$ cat config.mk
export PLATFORM = sky130hd
export DESIGN_NAME = gpd_pin_config
export DESIGN_NICKNAME = d
export VERILOG_FILES = /design/src/hw/gpd_pkg.sv /design/src/hw/gpd_pin_config.sv
export SDC_FILE = /design/constraint.sdc
export NUM_CORES = 1
export LEC_CHECK = 0
export BUFFER_PORTS_ARGS = -buffer_cell sky130_fd_sc_hd__buf_2
export CORE_UTILIZATION = 42
export CTS_CLUSTER_DIAMETER = 80
export DETAILED_ROUTE_END_ITERATION = 10
export PLACE_DENSITY = 0.86
export SLEW_MARGIN = 20
export SYNTH_ARGS = -nofsm -noshare
export SYNTH_HDL_FRONTEND = slang
export SYNTH_SLANG_ARGS = --single-unit
$ cat constraint.sdc
create_clock -name ref_clk_i -period 1.9 [get_ports ref_clk_i]
set_input_delay 0.095 -clock ref_clk_i [delete_from_list [all_inputs] [get_ports ref_clk_i]]
set_output_delay 0.095 -clock ref_clk_i [all_outputs]
set_load 0.01 [all_outputs]
$ cat src/hw/gpd_pkg.sv
// Constants for the general pin designation block
// How it works
// [RULE1] Pin 1 code 100 routes the pin to the interrupt edge detector and 011 to the UART transmit activity LED, the default.
// [RULE2] Pin 1 code 010 routes the pin to analog input channel 1 and 001 to the reference clock output.
// [RULE3] Pin 1 codes 111, 110 and 101 are reserved; software must not write them and the pin then gets no function.
// [RULE4] Bit 4 is the level a GPIO output drives, high by default.
// [RULE5] Bit 3 selects GPIO direction, 1 input and 0 output by default, honoured only in GPIO mode.
// [RULE6] Code 000 makes the pin a plain GPIO governed by direction and level bits.
// [RULE7] Settings load from the stored copy at power-up, and any change to the working copy takes effect at once.
// [RULE8] Bits 7 to 5 are reserved, written as zero and ignored by the pin logic.
package gpd_pkg;
   localparam logic [3:0] OFS_PIN1 = 4'h0;
   localparam logic [3:0] OFS_PIN2 = 4'h4;
   localparam logic [3:0] OFS_STORE1 = 4'h8;
   localparam logic [3:0] OFS_STORE2 = 4'hC;
   localparam int LEVEL_BIT = 4;
   localparam int DIR_BIT = 3;
   localparam int DES_MSB = 2;
   localparam logic [7:0] PIN1_RESET = 8'h13;
   localparam logic [7:0] PIN2_RESET = 8'h11;
   localparam logic [7:0] SET_MASK = 8'h1F;
   localparam logic [2:0] DES_GPIO = 3'h0;
   localparam logic [2:0] DES_DEDICATED = 3'h1;
   localparam logic [2:0] DES_ALT0 = 3'h2;
   localparam logic [2:0] DES_ALT1 = 3'h3;
   localparam logic [2:0] DES_ALT2 = 3'h4;
   typedef enum logic [1:0] {ST_LOAD = 2'b00, ST_RUN = 2'b01} gpd_state_t;
endpackage : gpd_pkg

$ cat src/hw/gpd_pin_config.sv
// Pin designation registers and pin mux for general pins 1 and 2
`timescale 1ns/1ns
module gpd_pin_config (
   input wire logic ref_clk_i,
   input wire logic nrst_i,
   input wire logic [3:0] avs_address_i,
   input wire logic avs_read_i,
   input wire logic avs_write_i,
   input wire logic [31:0] avs_writedata_i,
   input wire logic [3:0] avs_byteenable_i,
   output logic [31:0] avs_readdata_o,
   output logic avs_waitrequest_o,
   input wire logic [7:0] store_pin1_i,
   input wire logic [7:0] store_pin2_i,
   input wire logic ref_clock_i,
   input wire logic uart_tx_activity_led_i,
   input wire logic pin2_dedicated_i,
   input wire logic pin2_alt0_i,
   input wire logic pin2_alt1_i,
   input wire logic pin1_in_i,
   input wire logic pin2_in_i,
   output logic pin1_out_o,
   output logic pin1_oe_o,
   output logic pin2_out_o,
   output logic pin2_oe_o,
   output logic irq_edge_in_o,
   output logic analog_input_ch1_o,
   output logic analog_pin2_o,
   output logic [1:0] gpio_in_o,
   output logic [7:0] store_wdata_o,
   output logic store_we1_o,
   output logic store_we2_o,
   output logic loaded_o
);
   import gpd_pkg::*;

   gpd_state_t state;
   gpd_state_t next_state;
   logic [7:0] pin1_function_setting;
   logic [7:0] pin2_function_setting;
   logic [7:0] next_pin1;
   logic [7:0] next_pin2;
   logic rd_done;
   logic [31:0] next_rdata;
   logic wr_ok;
   logic [2:0] des1;
   logic [2:0] des2;
   logic gpio1;
   logic gpio2;

   assign wr_ok = avs_write_i && avs_byteenable_i[0] && state == ST_RUN;
   assign des1 = pin1_function_setting[DES_MSB:0];
   assign des2 = pin2_function_setting[DES_MSB:0];
   assign gpio1 = des1 == DES_GPIO;
   assign gpio2 = des2 == DES_GPIO;

   always_comb begin
      next_state = ST_RUN;
      next_pin1 = pin1_function_setting;
      next_pin2 = pin2_function_setting;
      unique case (state)
         ST_LOAD: begin
            // Working copy taken from the stored one once after reset
            next_pin1 = store_pin1_i & SET_MASK; // RULE7
            next_pin2 = store_pin2_i & SET_MASK; // RULE7
         end
         ST_RUN: begin
            if (wr_ok && avs_address_i == OFS_PIN1) begin
               next_pin1 = avs_writedata_i[7:0] & SET_MASK; // RULE8
            end
            if (wr_ok && avs_address_i == OFS_PIN2) begin
               next_pin2 = avs_writedata_i[7:0] & SET_MASK; // RULE8
            end
         end
      endcase
   end

   always_ff @(posedge ref_clk_i or negedge nrst_i) begin
      if (!nrst_i) begin
         state <= ST_LOAD;
         pin1_function_setting <= PIN1_RESET;
         pin2_function_setting <= PIN2_RESET;
      end else begin
         state <= next_state;
         pin1_function_setting <= next_pin1;
         pin2_function_setting <= next_pin2;
      end
   end

   // Reads answer one cycle late; writes complete at once outside the load cycle
   always_comb begin
      next_rdata = 32'h0000_0000;
      unique case (avs_address_i)
         OFS_PIN1: next_rdata[7:0] = pin1_function_setting;
         OFS_PIN2: next_rdata[7:0] = pin2_function_setting;
         OFS_STORE1: next_rdata[7:0] = store_pin1_i;
         OFS_STORE2: next_rdata[7:0] = store_pin2_i;
         default: next_rdata = 32'h0000_0000;
      endcase
   end

   always_ff @(posedge ref_clk_i or negedge nrst_i) begin
      if (!nrst_i) begin
         rd_done <= 1'b0;
         avs_readdata_o <= 32'h0000_0000;
      end else begin
         rd_done <= avs_read_i && !rd_done;
         avs_readdata_o <= next_rdata;
      end
   end

   // Writes wait out the load cycle so they are not overwritten
   assign avs_waitrequest_o = (avs_read_i && !rd_done) || (avs_write_i && state == ST_LOAD);

   // Stored copy updated by software; it only matters after the next power-up
   assign store_wdata_o = avs_writedata_i[7:0] & SET_MASK;
   assign store_we1_o = wr_ok && avs_address_i == OFS_STORE1;
   assign store_we2_o = wr_ok && avs_address_i == OFS_STORE2;
   assign loaded_o = state == ST_RUN;

   // Pin 1 mux; reserved codes leave the pin undriven
   always_comb begin
      pin1_out_o = 1'b0;
      pin1_oe_o = 1'b0;
      unique case (des1)
         DES_GPIO: begin
            pin1_out_o = pin1_function_setting[LEVEL_BIT]; // RULE4 RULE6
            pin1_oe_o = !pin1_function_setting[DIR_BIT]; // RULE5 RULE6
         end
         DES_DEDICATED: begin
            pin1_out_o = ref_clock_i; // RULE2
            pin1_oe_o = 1'b1;
         end
         DES_ALT0: pin1_oe_o = 1'b0; // RULE2
         DES_ALT1: begin
            pin1_out_o = uart_tx_activity_led_i; // RULE1
            pin1_oe_o = 1'b1;
         end
         DES_ALT2: pin1_oe_o = 1'b0; // RULE1
         default: pin1_oe_o = 1'b0; // RULE3
      endcase
   end

   assign irq_edge_in_o = (des1 == DES_ALT2) ? pin1_in_i : 1'b0; // RULE1
   assign analog_input_ch1_o = (des1 == DES_ALT0) ? pin1_in_i : 1'b0; // RULE2

   // Pin 2 mux; functional units are outside, reached by plain inputs
   always_comb begin
      pin2_out_o = 1'b0;
      pin2_oe_o = 1'b0;
      unique case (des2)
         DES_GPIO: begin
            pin2_out_o = pin2_function_setting[LEVEL_BIT]; // RULE4 RULE6
            pin2_oe_o = !pin2_function_setting[DIR_BIT]; // RULE5 RULE6
         end
         DES_DEDICATED: begin
            pin2_out_o = pin2_dedicated_i;
            pin2_oe_o = 1'b1;
         end
         DES_ALT0: begin
            pin2_out_o = pin2_alt0_i;
            pin2_oe_o = 1'b1;
         end
         DES_ALT1: begin
            pin2_out_o = pin2_alt1_i;
            pin2_oe_o = 1'b1;
         end
         default: pin2_oe_o = 1'b0;
      endcase
   end

   assign analog_pin2_o = 1'b0;
   assign gpio_in_o = {gpio2 ? pin2_in_i : 1'b0, gpio1 ? pin1_in_i : 1'b0};
endmodule : gpd_pin_config

==> impl_metrics.json <==
{
  "dieArea_um2": 3680,
  "cts_num_sinks": 20,
  "grt_overflow": 0,
  "final.setup.tns_ns": 0,
  "post-route-period-util_pct": 87.4,
  "via_per_inst": 4.78,
  "worstHoldPathType": "input port to flip-flop",
  "grt_usage_pct": 17.3,
  "synth_top_area_share_pct": 26.0,
  "clock-root-buffer": "clkbuf_4",
  "drt_iter0_markers": 25,
  "path_cells": "mux4_2 -> nor2b_1 -> buf_2",
  "layout.nets": 274,
  "drv_cap": 0,
  "first_pass_iters": 4,
  "cts_setup_buffers": 0,
  "setup-violations-final": 0,
  "die_y_um": 60.6,
  "worstSetupPathType": "flip-flop to primary output",
  "min_from": "store_pin1_i[4]",
  "period_needed_ns": 1.66,
  "fin_total_pwr_mw": 1.10,
  "cts_buffers": 3,
  "ctsHtreeMaxLevel": 1,
  "post_drt_wl_per_cell_um": 12.2,
  "antenna_found_initial": 0,
  "hold_viol": 0,
  "initial_utilization_pct": 45.8,
  "synth_cell_type_count": 28,
  "critical_path_buf_inv_count": 1,
  "critPathMaxFanout": 5,
  "ys_seq_elements": 20,
  "multiInputGateArea_um2": 717,
  "place_area_um2": 1620,
  "max_freq_mhz": 602,
  "grt_pass1_vias": 1022,
  "finish.instance_area_um2": 1680,
  "cts_hold_buf": 1,
  "cts_tree": "built",
  "drt-met1-wl_um": 1270,
  "syn_avg_cell_area_um2": 9.50,
  "grt_pass1_wl_um": 4660,
  "top_layer": "met4",
  "ys_warn_count": 0,
  "drcViolationCount": 0,
  "drive_above_1_share_pct": 39.3,
  "dr_wl_met3_um": 193,
  "port_buffers": 61,
  "area_growth_pct": 16.4,
  "irDropWorstVdd_uv": 261,
  "vias": 1194,
  "syn_area_um2": 1440,
  "critPathSlowestCell": "mux4_2",
  "cp_top_family": "multiplexers",
  "r2r_start": "pin2_function_setting[2]",
  "critPathRequiredTime_ns": 1.80,
  "ant_nets": 0,
  "gp_congestion": 0.916,
  "synth_top_area_cell": "dfrtp_1",
  "num_rows": 20,
  "cp-start-kind": "flip-flop",
  "boundaryPins": 120,
  "arrival_ns": 1.57,
  "clock_latency_ns": 0.31,
  "register_area_um2": 507,
  "hpwl_um": 2420,
  "die_x_um": 60.6,
  "syn_inst": 152,
  "routed_wl_um": 3050,
  "slowest_delay_ns": 0.51,
  "startpoint": "pin2_function_setting[1]",
  "dr_wl_met2_um": 1530,
  "core-area_um2": 3150,
  "ctsResizeCount": 0,
  "synth.top_cells.by_area": "dfrtp_1, buf_4, mux4_2, dfstp_2, nor2_1",
  "diodes": 0,
  "p_per_area_nw_per_um2": 654,
  "p_leak_nw": 0.880,
  "rsz0062_at_grt": "false",
  "grt_max_degree": 21,
  "finClkSkew_ns": 0.00112,
  "maxSlewViolCount": 0,
  "status": "finished, final reports clean",
  "n_fill_cell": 316,
  "clockBufferDepth": 2,
  "ys_seq_area_share_pct": 35.1,
  "clkTransAtPathRegs_ns": 0.12,
  "worstSetupEndpointType": "primary output"
}
==> final timing paths <==
check	to	slack (ns)	cells past startpoint
worst max-delay path	pin2_out_o	0.24	3
worst min-delay path	pin1_function_setting[4]	0.02	3
worst max register to register	avs_readdata_o[2]	0.70	2
worst min register to register	rd_done	0.43	1
max in group asynchronous	pin2_function_setting[0]	1.32	2
min in group asynchronous	rd_done	0.25	2
==> metal layers <==
layer	global-route usage [%]	vias to the layer above
met5	0	-
met1	22.3	559
met2	29.2	61
li1	-	569
met4	7.79	0
met3	1.92	5
==> power by group <==
group	internal, mW	switching [mW]
clock network	0.213	0.138
registers	0.464	0.0332
logic	0.118	0.133
==> cells by family (layout without fill, tap and decap cells) <==
| group | after synthesis | after routing | synth area share (%) |
|---|---|---|---|
| AO/OA/AOI/OAI | 33 | 33 | 13.5 |
| buffers and inverters | 47 | 74 | 22.3 |
| flip-flops | 20 | 20 | 35.1 |
| multiplexers | 10 | 10 | 12.1 |
| other | 2 | 29 | 0.520 |
| AND/OR/NAND/NOR | 40 | 40 | 16.5 |
==> through the flow <==
stage / worst slack (ns) / hold WS [ns] / util, % / cells
floorplan: 0.709 / -0.201 / - / 179
global placement: 0.614 / 0.0573 / 51.3 / 245
detailed placement: 0.603 / 0.0585 / 51.3 / 245
CTS: 0.247 / 0.0163 / 53.3 / 250
global route: 0.197 / 0.0405 / 53.3 / 250
finish: 0.240 / 0.0229 / 53.3 / 250
==> cell usage in the layout, fill, tap and decap left out, types with 2 or more instances in the layout <==
cell	instances
clkbuf_4	3
inv_1	7
a21oi_1	11
o31a_1	5
a31oi_1	5
and2_1	5
dfrtp_1	15
nand3_1	2
nor4bb_1	2
mux4_2	6
conb_1	29
buf_2	61
mux2i_1	4
nor4b_1	2
dfstp_2	5
o21ai_0	10
nor2b_1	2
nor2_1	22
==> worst reg2reg max path, delay by kind of cell (launching register included) <==
| kind | cells | cell delay (ns) |
|---|---|---|
| flops | 1 | 0.46 |
| mux | 1 | 0.48 |
| simple gates | 1 | 0.16 |
==> registers in the layout, summed over array words and instances, names as in the netlist <==
signal and cells:
pin1_function_setting 5, state 1, pin2_function_setting 5, rd_done 1
avs_readdata_o 8
==> Yosys cell counts, drive strengths merged <==
library cell,n
nor4b,2
buf,37
dfstp,5
o21ai,10
nand4bb,1
inv,7
nor4bb,2
nor2b,2
or2,1
mux4,6
mux2i,4
nand2b,1
conb,2
nand2,1
a21o,1
a21oi,11
nand3,2
o21a,1
and2,5
nor2,22
a31oi,5
and4bb,1
o31a,5
clkbuf,3
dfrtp,15
==> cell type report <==
cell class | count | area share [%]
Clock buffer | 3 | 1.34
Clock inverter | 1 | 1.79
Inverter | 7 | 1.56
Multi-Input combinational cell | 112 | 42.7
Sequential cell | 20 | 30.2
Tap cell | 44 | 3.28
Timing Repair Buffer | 63 | 19.2
No activity file was read; power rests on OpenSTA's default activity.
